File: src/rtl/cbn_pkg.sv
`default_nettype none
package cbn_pkg;
   // clock rate and indicator / detection timing
   localparam int CLK_HZ      = 10_000_000;
   localparam int FLICKER_MS  = 50;
   localparam int DWELL_MS    = 100;
   localparam int FLICKER_CYC = CLK_HZ / 1000 * FLICKER_MS;
   localparam int DWELL_CYC   = CLK_HZ / 1000 * DWELL_MS;
   localparam logic [3:0] FLASH_TICKS = 4'h5;

   // bit-rate codes
   localparam logic [3:0] RATE_AUTO    = 4'h0;
   localparam logic [3:0] RATE_MIN     = 4'h1;
   localparam logic [3:0] RATE_MAX     = 4'h8;
   localparam logic [3:0] RATE_DEFAULT = 4'h6;

   // node id range
   localparam logic [6:0] NODE_MIN = 7'h01;
   localparam logic [6:0] NODE_MAX = 7'h7E;

   // display code shown for a bad address, value is arbitrary
   localparam logic [7:0] ADDR_ERR_CODE = 8'h01;

   // register byte addresses
   localparam logic [7:0] ADDR_MASK    = 8'hFC;
   localparam logic [7:0] REG_STATUS   = 8'h00;
   localparam logic [7:0] REG_CONFIG   = 8'h04;
   localparam logic [7:0] REG_IRQ_STAT = 8'h08;
   localparam logic [7:0] REG_IRQ_MASK = 8'h0C;
   localparam logic [1:0] RESP_OKAY    = 2'h0;
   localparam logic [1:0] RESP_SLVERR  = 2'h2;

   // interrupt bits
   localparam int IRQ_W     = 4;
   localparam int IRQ_FOUND = 0;
   localparam int IRQ_BOOT  = 1;
   localparam int IRQ_ADDR  = 2;
   localparam int IRQ_INIT  = 3;

   // settings from the parameter store
   typedef struct packed {
      logic       reset_flag;
      logic [1:0] unit;
      logic [3:0] rate_code;
      logic [6:0] node_id;
   } cbn_cfg_type;

   // scaling units of the three exchanged objects
   typedef struct packed {
      logic [1:0] speed_cmd;
      logic [1:0] out_freq;
      logic [1:0] motor_speed;
   } cbn_units_type;

   // control toward the can core
   typedef struct packed {
      logic [3:0] rate_code;
      logic [9:0] rate_kbps;
      logic       listen_only;
      logic       tx_enable;
      logic       ack_enable;
   } cbn_can_ctrl_type;

   // status word layout
   typedef struct packed {
      logic [6:0] pad;
      logic [9:0] rate_kbps;
      logic [6:0] node_id;
      logic       preop;
      logic       node_valid;
      logic       detecting;
      logic       auto_mode;
      logic [3:0] rate_code;
   } cbn_status_type;

   // code to rate in kbps, zero for unused codes
   function automatic logic [9:0] rate_kbps(input logic [3:0] code);
      unique case (code)
         4'h1:    rate_kbps = 10'h00A;
         4'h2:    rate_kbps = 10'h014;
         4'h3:    rate_kbps = 10'h032;
         4'h4:    rate_kbps = 10'h07D;
         4'h5:    rate_kbps = 10'h0FA;
         4'h6:    rate_kbps = 10'h1F4;
         4'h7:    rate_kbps = 10'h320;
         4'h8:    rate_kbps = 10'h3E8;
         default: rate_kbps = 10'h000;
      endcase
   endfunction
endpackage
`default_nettype wire

File: src/rtl/cbn_setup.sv
`timescale 1ns/1ps
`default_nettype none
module cbn_setup
   import cbn_pkg::*;
#(
   parameter int FLICKER_CYC_P = cbn_pkg::FLICKER_CYC,
   parameter int DWELL_CYC_P   = cbn_pkg::DWELL_CYC
) (
   // clock and reset
   input  wire logic                      aclk,
   input  wire logic                      aresetn,
   // axi4-lite slave
   input  wire logic [7:0]                s_axi_awaddr,
   input  wire logic                      s_axi_awvalid,
   output var  logic                      s_axi_awready,
   input  wire logic [31:0]               s_axi_wdata,
   input  wire logic [3:0]                s_axi_wstrb,
   input  wire logic                      s_axi_wvalid,
   output var  logic                      s_axi_wready,
   output var  logic [1:0]                s_axi_bresp,
   output var  logic                      s_axi_bvalid,
   input  wire logic                      s_axi_bready,
   input  wire logic [7:0]                s_axi_araddr,
   input  wire logic                      s_axi_arvalid,
   output var  logic                      s_axi_arready,
   output var  logic [31:0]               s_axi_rdata,
   output var  logic [1:0]                s_axi_rresp,
   output var  logic                      s_axi_rvalid,
   input  wire logic                      s_axi_rready,
   // parameter store
   input  wire cbn_pkg::cbn_cfg_type      param_in,
   input  wire logic                      drive_init_pulse,
   // can core
   input  wire logic                      rx_frame_ok,
   input  wire logic                      rx_frame_err,
   output var  cbn_pkg::cbn_can_ctrl_type can_ctrl,
   output var  logic                      boot_req,
   output var  logic [6:0]                boot_node_id,
   // indicators and drive side
   output var  logic                      led_run,
   output var  logic                      led_err,
   output var  logic                      disp_addr_err,
   output var  logic [7:0]                disp_code,
   output var  logic                      comm_defaults_restore,
   output var  cbn_pkg::cbn_units_type    unit_scale,
   output var  logic                      irq
);
   import cbn_pkg::*;

   typedef enum logic [2:0] {PH_CAPTURE, PH_DETECT, PH_BOOT, PH_PREOP, PH_HALT} cbn_phase_type;

   typedef struct packed {
      cbn_phase_type    phase;
      cbn_cfg_type      cfg;
      logic [3:0]       cand;
      logic [3:0]       rate;
      logic [23:0]      dwell;
      logic [23:0]      tick_cnt;
      logic [3:0]       flash_cnt;
      logic             flick;
      logic             flash;
      logic [IRQ_W-1:0] irq_stat;
      logic [IRQ_W-1:0] irq_mask;
      logic             aw_held;
      logic [7:0]       aw_addr;
      logic             w_held;
      logic [7:0]       w_data;
      logic             w_lane0;
      logic             awready;
      logic             wready;
      logic             bvalid;
      logic [1:0]       bresp;
      logic             arready;
      logic             rvalid;
      logic [31:0]      rdata;
      logic [1:0]       rresp;
      cbn_can_ctrl_type can;
      logic             boot_req;
      logic [6:0]       boot_node;
      logic             led_run;
      logic             led_err;
      logic             disp_err;
      logic [7:0]       disp_code;
      logic             restore;
      cbn_units_type    units;
      logic             irq;
   } cbn_state_type;

   cbn_state_type q;
   cbn_state_type n;

   // next-state logic for the whole block
   always_comb begin
      logic [IRQ_W-1:0] ev;
      logic [IRQ_W-1:0] clr;
      logic             tick;
      logic             node_ok;
      cbn_status_type   sw;
      ev      = '0;
      clr     = '0;
      sw      = '0;
      tick    = 1'b0;
      node_ok = 1'b0;
      n       = q;
      n.boot_req = 1'b0;
      n.restore  = 1'b0;
      node_ok = (q.cfg.node_id >= NODE_MIN) && (q.cfg.node_id <= NODE_MAX);

      // indicator divider, one enable per flicker period
      tick = (q.tick_cnt == 24'(FLICKER_CYC_P - 1));
      n.tick_cnt = tick ? '0 : q.tick_cnt + 24'h1;
      if (tick) begin
         n.flick = ~q.flick;
         if (q.flash_cnt == FLASH_TICKS - 4'h1) begin
            n.flash_cnt = '0;
            n.flash     = ~q.flash;
         end else begin
            n.flash_cnt = q.flash_cnt + 4'h1;
         end
      end

      // start-up sequence
      unique case (q.phase)
         PH_CAPTURE: begin
            n.cfg = param_in;
            if (param_in.rate_code == RATE_AUTO) begin
               n.phase = PH_DETECT;
               n.cand  = RATE_MIN;
               n.dwell = '0;
            end else begin
               if (param_in.rate_code > RATE_MAX) begin
                  n.rate = RATE_DEFAULT;
               end else begin
                  n.rate = param_in.rate_code;
               end
               n.phase = PH_BOOT;
            end
         end
         PH_DETECT: begin
            if (rx_frame_ok) begin
               n.rate          = q.cand;
               ev[IRQ_FOUND]   = 1'b1;
               n.phase         = PH_BOOT;
            end else if (rx_frame_err || (q.dwell == 24'(DWELL_CYC_P - 1))) begin
               n.cand  = (q.cand == RATE_MAX) ? RATE_MIN : q.cand + 4'h1;
               n.dwell = '0;
            end else begin
               n.dwell = q.dwell + 24'h1;
            end
         end
         PH_BOOT: begin
            if (node_ok) begin
               n.boot_req    = 1'b1;
               n.boot_node   = q.cfg.node_id;
               ev[IRQ_BOOT]  = 1'b1;
               n.phase       = PH_PREOP;
            end else begin
               ev[IRQ_ADDR]  = 1'b1;
               n.phase       = PH_HALT;
            end
         end
         PH_PREOP: n.phase = PH_PREOP;
         PH_HALT:  n.phase = PH_HALT;
         default:  n.phase = PH_CAPTURE;
      endcase

      // rate code and kbps to the can core
      n.can.rate_code = (n.phase == PH_DETECT) ? n.cand : n.rate;
      n.can.rate_kbps = rate_kbps(n.can.rate_code);
      n.can.listen_only = (n.phase != PH_PREOP);
      n.can.tx_enable   = (n.phase == PH_PREOP);
      n.can.ack_enable  = (n.phase == PH_PREOP);

      // indicators follow the phase being entered
      n.led_run   = 1'b0;
      n.led_err   = 1'b0;
      n.disp_err  = 1'b0;
      n.disp_code = '0;
      if (n.phase == PH_DETECT) begin
         n.led_run = n.flick;
         n.led_err = ~n.flick;
      end else if (n.phase == PH_HALT) begin
         n.led_err   = n.flash;
         n.disp_err  = 1'b1;
         n.disp_code = ADDR_ERR_CODE;
      end else if (n.phase == PH_PREOP) begin
         n.led_run = 1'b1;
      end

      if (drive_init_pulse && param_in.reset_flag) begin
         n.restore     = 1'b1;
         ev[IRQ_INIT]  = 1'b1;
      end

      n.units.speed_cmd   = param_in.unit;
      n.units.out_freq    = param_in.unit;
      n.units.motor_speed = param_in.unit;

      // write address and data, taken in either order
      if (q.awready && s_axi_awvalid) begin
         n.aw_held = 1'b1;
         n.aw_addr = s_axi_awaddr;
      end
      if (q.wready && s_axi_wvalid) begin
         n.w_held  = 1'b1;
         n.w_data  = s_axi_wdata[7:0];
         n.w_lane0 = s_axi_wstrb[0];
      end
      if (q.bvalid && s_axi_bready) begin
         n.bvalid = 1'b0;
      end
      // write commit once both halves are held
      if (q.aw_held && q.w_held && !q.bvalid) begin
         n.aw_held = 1'b0;
         n.w_held  = 1'b0;
         n.bvalid  = 1'b1;
         n.bresp   = RESP_OKAY;
         unique case (q.aw_addr & ADDR_MASK)
            REG_STATUS, REG_CONFIG: n.bresp = RESP_OKAY;
            REG_IRQ_STAT: clr = q.w_lane0 ? q.w_data[IRQ_W-1:0] : '0;
            REG_IRQ_MASK: begin
               if (q.w_lane0) begin
                  n.irq_mask = q.w_data[IRQ_W-1:0];
               end
            end
            default: n.bresp = RESP_SLVERR;
         endcase
      end
      // sticky events, a set in the clearing cycle survives
      n.irq_stat = (q.irq_stat & ~clr) | ev;
      n.irq      = |(n.irq_stat & n.irq_mask);
      n.awready  = !n.aw_held && !n.bvalid;
      n.wready   = !n.w_held && !n.bvalid;

      // read channel, one outstanding read
      sw.rate_code  = q.can.rate_code;
      sw.auto_mode  = (q.cfg.rate_code == RATE_AUTO);
      sw.detecting  = (q.phase == PH_DETECT) || (q.phase == PH_CAPTURE);
      sw.node_valid = node_ok;
      sw.preop      = (q.phase == PH_PREOP);
      sw.node_id    = q.cfg.node_id;
      sw.rate_kbps  = q.can.rate_kbps;
      if (q.rvalid && s_axi_rready) begin
         n.rvalid = 1'b0;
      end
      if (q.arready && s_axi_arvalid) begin
         n.rvalid = 1'b1;
         n.rresp  = RESP_OKAY;
         n.rdata  = '0;
         unique case (s_axi_araddr & ADDR_MASK)
            REG_STATUS:   n.rdata = sw;
            REG_CONFIG:   n.rdata = 32'(q.cfg);
            REG_IRQ_STAT: n.rdata = 32'(q.irq_stat);
            REG_IRQ_MASK: n.rdata = 32'(q.irq_mask);
            default:      n.rresp = RESP_SLVERR;
         endcase
      end
      n.arready = !n.rvalid;
   end

   // single state register, synchronous reset to all zero
   always_ff @(posedge aclk) begin
      if (!aresetn) begin
         q <= '0;
      end else begin
         q <= n;
      end
   end

   // outputs straight from the state register
   assign s_axi_awready         = q.awready;
   assign s_axi_wready          = q.wready;
   assign s_axi_bresp           = q.bresp;
   assign s_axi_bvalid          = q.bvalid;
   assign s_axi_arready         = q.arready;
   assign s_axi_rdata           = q.rdata;
   assign s_axi_rresp           = q.rresp;
   assign s_axi_rvalid          = q.rvalid;
   assign can_ctrl              = q.can;
   assign boot_req              = q.boot_req;
   assign boot_node_id          = q.boot_node;
   assign led_run               = q.led_run;
   assign led_err               = q.led_err;
   assign disp_addr_err         = q.disp_err;
   assign disp_code             = q.disp_code;
   assign comm_defaults_restore = q.restore;
   assign unit_scale            = q.units;
   assign irq                   = q.irq;
endmodule // cbn_setup
`default_nettype wire

File: config.mk
export PLATFORM = sky130hd
export DESIGN_NAME = cbn_setup
export DESIGN_NICKNAME = d
export VERILOG_FILES = /design/src/rtl/cbn_pkg.sv /design/src/rtl/cbn_setup.sv
export SDC_FILE = /design/constraint.sdc
export NUM_CORES = 1
export LEC_CHECK = 0
export ABC_CLOCK_PERIOD_IN_PS = 2200
export BUFFER_PORTS_ARGS = -buffer_cell sky130_fd_sc_hd__buf_2
export CAP_MARGIN = 20
export CORE_MARGIN = 10
export CORE_UTILIZATION = 49
export DETAILED_ROUTE_END_ITERATION = 10
export GPL_ROUTABILITY_DRIVEN = 0
export GPL_TIMING_DRIVEN = 1
export HOLD_SLACK_MARGIN = 0.05
export PLACE_DENSITY_LB_ADDON = 0.05
export SKIP_LAST_GASP = 1
export SYNTH_ARGS = -nofsm -noshare
export SYNTH_HDL_FRONTEND = slang
export SYNTH_SLANG_ARGS = --single-unit
File: constraint.sdc
create_clock -name aclk -period 2.2 [get_ports aclk]
set_input_delay 0.11 -clock aclk [delete_from_list [all_inputs] [get_ports aclk]]
set_output_delay 0.11 -clock aclk [all_outputs]
set_load 0.03 [all_outputs]
==> flow_summary.yaml, run 1 <==
run_status:
  status: "finished, violations left"
  failed_checks: "negative setup slack"
drt:
  drt_pass1_iterations: 5
  ant_nets: 0
  drc: 0
  vias: 6459
  postRouteWirelength_mm: 19.20
  viasPerCell: 5.230
  drt-initial-drc-count: 397
  wire_per_inst_um: 15.55
synthesis:
  netlist_area_mm2: 0.007432
  synth_top_area_share_pct: 43.91
  synth-seq-cells: 163
  avgSynthCellArea_um2: 8.484
  synth_warnings: 0
  synth_top_flop_cell: "dfxtp_1"
  synth_cell_type_count: 65
  syn_inst: 876
  synthTopCellsByArea: "dfxtp_1 44%, buf_4 7.5%, nor2_1 6.7%, a21oi_1 4.9%, nand2_1 4.7%"
  ys_seq_area_share_pct: 43.91
  yosysTopAreaCell: "dfxtp_1"
  synth_edf_count: 0
  async_reset_ff_share_pct: 0
sta:
  relSlewSlack_pct: 55.67
  hold_violations: 0
  rsz0062_at_grt: "true"
  finalSetupViolations: 21
  drv_slew: 0
  period_share_pct: 110.5
  fin_worst_skew_ns: 0.004805
  fmax_mhz: 411.2
  setup_tns_ns: -2.639
  holdWs_ns: 0.07664
  min_period_ns: 2.432
  setup_slack_ns: -0.2319
  tightestPinTransition_ns: 0.6580
floorplan:
  die_x_um: 143.2
  start_util_pct: 50.56
  die_h_um: 143.2
  io_pins: 161
  num_rows: 44
  core-area_mm2: 0.01470
  die_area_mm2: 0.02049
min_path:
  hp-class: "in2reg"
  whs_path_depth: 3
  hold_path.startpoint: "aresetn"
  holdPathEnd: "can_ctrl[14]"
worst_setup_path:
  cp.required_ns: 2.50
  start_kind: "register"
  critPathTopFamily: "simple AND/OR/NAND/NOR gates"
  path_buf_inv: 0
  rrSetupSlack_ns: -0.23
  worstReg2RegEnd: "can_ctrl[6]"
  ff2ff_path_depth: 8
  cp_cell_sequence: "or4b_4, nor4_4, a21o_1, nor2_2, a221o_1, ha_4, nand3b_1, a31oi_1"
  reg2reg_from: "q[149]"
  slowest_delay_ns: 0.54
  cp.arrival_ns: 2.73
  cp_max_fo: 6
  crit_path_end_kind: "register"
  crit_type: "reg2reg"
  slowest_stage: "or4b_4"
finish:
  drive_gt1_share_pct: 28.73
  final_nets: 1124
  syn_to_final_growth_pct: 28.89
  nFillCells: 1216
  antenna_cells: 0
clock_network:
  cts_htree_levels: 4
  clockBufferDepth: 2
  cts-buffers-inserted: 17
  clock_latency_ns: 0.42
  clk_pin_slew_ns: 0.06
  numClockSinks: 163
  root_buffer: "clkbuf_16"
  cts_tree: "yes"
global_routing:
  overflow: 0
  antenna_found_initial: 1
  grt_pass1_wl_mm: 30.74
  grt_max_degree: 43
  grt_usage_pct: 18.26
  grt_pass1_vias: 6328
power:
  power_density_mw_per_mm2: 911.3
  power_mw: 8.730
  leakagePower_nw: 3.894
  vdd_drop_max_mv: 0.6657
job:
  maxCapViolations: 0
place:
  port_buffers: 109
  hpwl_mm: 13.67
[power by group]
part	switching, mW	leakage [nW]	internal (mW)
clock	1.22	0.295	1.86
sequential	0.192	1.33	3.20
combinational	1.30	2.27	0.948
total	2.71	3.89	6.02
[logic make-up after synthesis]
group / Yosys count / share of synthesized area, %
multiplexers: 21 / 3.502
buffers and inverters: 129 / 10.29
other: 1 / 0.05046
AND/OR/NAND/NOR: 380 / 24.61
flip-flops: 163 / 43.91
AO/OA/AOI/OAI: 131 / 11.13
adder cells (fa/ha/maj): 10 / 1.684
XOR/XNOR: 41 / 4.832
[cells in the mapped netlist, drive strengths merged, types with 2 or more instances]
library cell	count
dfxtp	163
nor2	135
nand2	94
buf	79
a21oi	73
nand3	40
clkbuf	34
nor3	21
xnor2	21
xor2	20
mux2i	17
nand4	17
inv	16
a22oi	15
o21ai	13
and2	11
nor4	11
ha	10
and3	9
or3	8
nand2b	5
nand3b	5
a221o	4
mux4	4
nor2b	4
a211oi	3
and4	3
nor4b	3
or2	3
or4	3
or4b	3
a311oi	2
a31oi	2
nor3b	2
nor4bb	2
o211ai	2
o22ai	2
o31ai	2
[worst max-delay path by stage]
stage	start	to	slack (ns)	depth (start not counted)
2_1_floorplan	q[190]	q[159]	-0.13	8
3_3_place_gp	q[149]	can_ctrl[9]	-0.19	8
3_5_place_dp	q[149]	can_ctrl[6]	-0.25	8
4_1_cts	q[149]	can_ctrl[12]	-0.19	9
5_1_grt	q[149]	can_ctrl[9]	-0.38	8
6_report	q[149]	can_ctrl[6]	-0.23	8
[flip-flops by register name, summed over array words and instances, names as in the netlist]
register,flops
s_axi_arready,1
s_axi_rdata,25
boot_node_id,7
unit_scale,2
s_axi_rvalid,1
comm_defaults_restore,1
s_axi_bresp,1
s_axi_rresp,1
disp_code,1
boot_req,1
s_axi_bvalid,1
q,100
led_run,1
s_axi_awready,1
irq,1
s_axi_wready,1
can_ctrl,16
led_err,1
[cells in the final DEF (no fill, tap or decap), types with 4 or more instances in the layout]
cell           netlist  routed
a221o_1              4       4
a21oi_2              0       5
mux4_2               4       4
clkbuf_16            0      17
nand4_1             17      17
buf_4               74      89
buf_2                2     109
ha_1                10       8
and2_1              11      11
a22oi_1             15      15
dlygate4sd3_1        0      36
a21oi_1             73      68
nor2b_1              4       4
clkinvlp_4           0       4
nand3b_1             5       5
nand2b_1             5       5
nor2_4               0       4
nor4_1               9       6
nand2_1             93      91
xnor2_1             21      18
mux2i_1             17      16
conb_1               1      16
inv_6                0       4
xor2_1              20      20
or3_1                7       5
buf_6                0       5
dfxtp_1            163     160
nor3_1              19      19
nor2_1             133     128
nand3_1             40      38
inv_1               16      13
o21ai_0             12      11
and3_1               9       8
[metrics by stage]
step	std cells	worst slack [ns]	cell area (um^2)	utilization (%)
after CTS	1229	-0.1873	9380	63.82
after detailed placement	1148	-0.2472	8198	55.77
after global routing	1235	-0.3834	9579	65.17
after global placement	1148	-0.1858	8198	55.77
after floorplan	891	-0.1301	7525	-
final	1235	-0.2319	9579	65.17
[per-layer routing]
metal / vias to the layer above / wire length, um / global-route usage [%]
met5: - / 0 / 0
met4: 0 / 225 / 5.212
met3: 20 / 1251 / 4.511
met2: 149 / 9585 / 31.50
met1: 3048 / 8137 / 22.01
li1: 3242 / - / -
[worst register-to-register path, delay by kind of cell (launching register included)]
kind            cells  cell delay (ns)
simple gates        4             1.03
compound gates      3             0.76
flops               1             0.32
fa+ha+maj           1             0.19
[repair_timing]
action                                  in CTS  in global routing
setup buffers                               13                  8
pin swaps                                   12                 28
hold endpoints to repair                    33                  0
endpoints found under the setup margin      24                 35
gates resized for setup                     20                 33
hold buffers                                36                  0
[cell type report]
cell class | count | area [um^2] | area share [%]
Clock buffer | 19 | 452.9 | 4.728
Clock inverter | 13 | 171.4 | 1.789
Inverter | 16 | 60.06 | 0.6270
Multi-Input combinational cell | 599 | 3727 | 38.91
Sequential cell | 163 | 3267 | 34.10
Tap cell | 184 | 230.2 | 2.403
Timing Repair Buffer | 241 | 1670 | 17.44
(Power assumes the default switching activity.)
==> run 2, diff against run 1 <==
Settings changed: CORE_UTILIZATION 49 to 50, CTS_BUF_LIST set to sky130_fd_sc_hd__clkbuf_8.
==> run 2 against run 1 <==
Effect of this change:
- the flow still finishes with violations (negative setup slack)
- die area shrank 1.7%
- combinational power is essentially flat
- flip-flop and latch count is the same
- via count grew 0.70%
- clock power shrank 29%
==> flow_summary.yaml, run 2 (synthesis results as in run 1) <==
run_status:
  status: "finished, violations left"
  failed_checks: "negative setup slack"
worst_setup_path:
  cp_cell_sequence: "or4b_4, nor4_4, buf_4, a21oi_4, nor4_2, buf_4, a221oi_2, buf_4, nand3b_1, a31oi_1"
  crit_type: "reg2reg"
  cp.arrival_ns: 2.91
  cp_max_fo: 6
  reg2reg_from: "q[152]"
  crit_path_end_kind: "register"
  cp_common_cell: "buf_4"
  slowest_stage: "or4b_4"
  cp.required_ns: 2.58
  crit_start: "q[152]"
  slowest_delay_ns: 0.54
  start_kind: "register"
sta:
  period_share_pct: 114.8
  fin_worst_skew_ns: 0.008468
  fmax_mhz: 396.0
  setup_slack_ns: -0.3255
  rsz0062_at_grt: "true"
  drv_slew: 0
  holdWs_ns: 0.07892
  finalSetupViolations: 20
  setup_tns_ns: -3.035
  hold_violations: 0
  min_period_ns: 2.526
drt:
  drt_pass1_iterations: 4
  wire_per_inst_um: 15.47
  postRouteWirelength_mm: 19.10
  vias: 6504
  drc: 0
  ant_nets: 0
  drt-initial-drc-count: 323
  viasPerCell: 5.266
place:
  hpwl_mm: 13.26
  numPlacedInstances: 1145
  port_buffers: 109
  post-place-ws_ns: -0.2724
  dpl_cell_area_mm2: 0.008175
clock_network:
  clk_pin_slew_ns: 0.08
  cts_htree_levels: 4
  clockBufferDepth: 2
  clock_latency_ns: 0.46
  numClockSinks: 163
  cts_tree: "yes"
  root_buffer: "clkbuf_8"
  cts-buffers-inserted: 17
global_routing:
  grt_pass1_vias: 6333
  overflow: 0
  grt_max_degree: 62
  antenna_found_initial: 0
  grt_usage_pct: 18.24
  grt_pass1_wl_mm: 30.67
floorplan:
  die_x_um: 141.9
  io_pins: 161
  core-area_mm2: 0.01453
  die_area_mm2: 0.02014
  die_h_um: 141.9
  num_rows: 44
  start_util_pct: 51.14
finish:
  antenna_cells: 0
  final_cell_mix: "158 x dfxtp_1, 127 x nor2_1, 109 x buf_2"
  syn_to_final_growth_pct: 26.40
  largest-register: "q"
  design_area_mm2: 0.009394
  utilization_pct: 64.63
  final_common_cell: "dfxtp_1"
  largest_reg_flops: 100
  fin_cells: 1235
  drive_gt1_share_pct: 27.78
  final_nets: 1125
min_path:
  hold_path.startpoint: "s_axi_araddr[4]"
  hp-class: "in2reg"
power:
  leakagePower_nw: 3.864
  power_density_mw_per_mm2: 832.5
  vdd_drop_max_mv: 0.4181
  power_mw: 7.820
job:
  maxCapViolations: 0
## run 2: changes by cell type in the layout (fill, tap and decap cells not counted), sizes merged
| cell | change |
|---|---|
| clkbuf | -1 |
| buf | -6 |
| clkinv | +4 |
| dlygate4sd3 | +7 |
| clkinvlp | -2 |
| inv | -2 |
## run 2: layout make-up
| class | count | area, um^2 |
|---|---|---|
| Clock buffer | 18 | 247.7 |
| Inverter | 16 | 60.06 |
| Sequential cell | 163 | 3269 |
| Tap cell | 184 | 230.2 |
| Multi-Input combinational cell | 599 | 3724 |
| Clock inverter | 13 | 145.1 |
| Timing Repair Buffer | 242 | 1718 |
| Fill cell | 1264 | 5140 |
## run 2: path summary, 6_finish.rpt
kind	depth (start not counted)	end	slack [ns]
worst max-delay path	10	can_ctrl[6]	-0.33
worst min-delay path	5	s_axi_rdata[2]	0.08
worst max register to register	10	can_ctrl[6]	-0.33
worst min register to register	2	s_axi_rdata[0]	0.46
## run 2: repair_timing
item                       4_1_cts  5_1_grt
hold endpoints to repair        42        0
gates cloned                     0        0
setup endpoints to repair       25       38
buffers inserted                11        9
pin swaps                       10       25
hold buffers                    43        0
gates resized for setup         23       37
## run 2: per-layer routing
layer	vias to the layer above	GRT usage, %	wire length, um
met4	0	7.531	497
met3	42	4.539	1049
met2	153	29.75	9250
li1	3232	-	-
met1	3077	22.54	8305
met5	-	0	0
## run 2: critical path: cells and delay by family, from the launching register on
kind | cells | cell delay (ns)
flops | 1 | 0.32
buf+inv | 3 | 0.50
compound gates | 3 | 0.33
simple gates | 4 | 1.30
## run 2: where the power goes
group	internal, mW	switching (mW)
combinational	0.948	1.28
sequential	3.20	0.203
clock	1.12	1.06
total	5.27	2.55
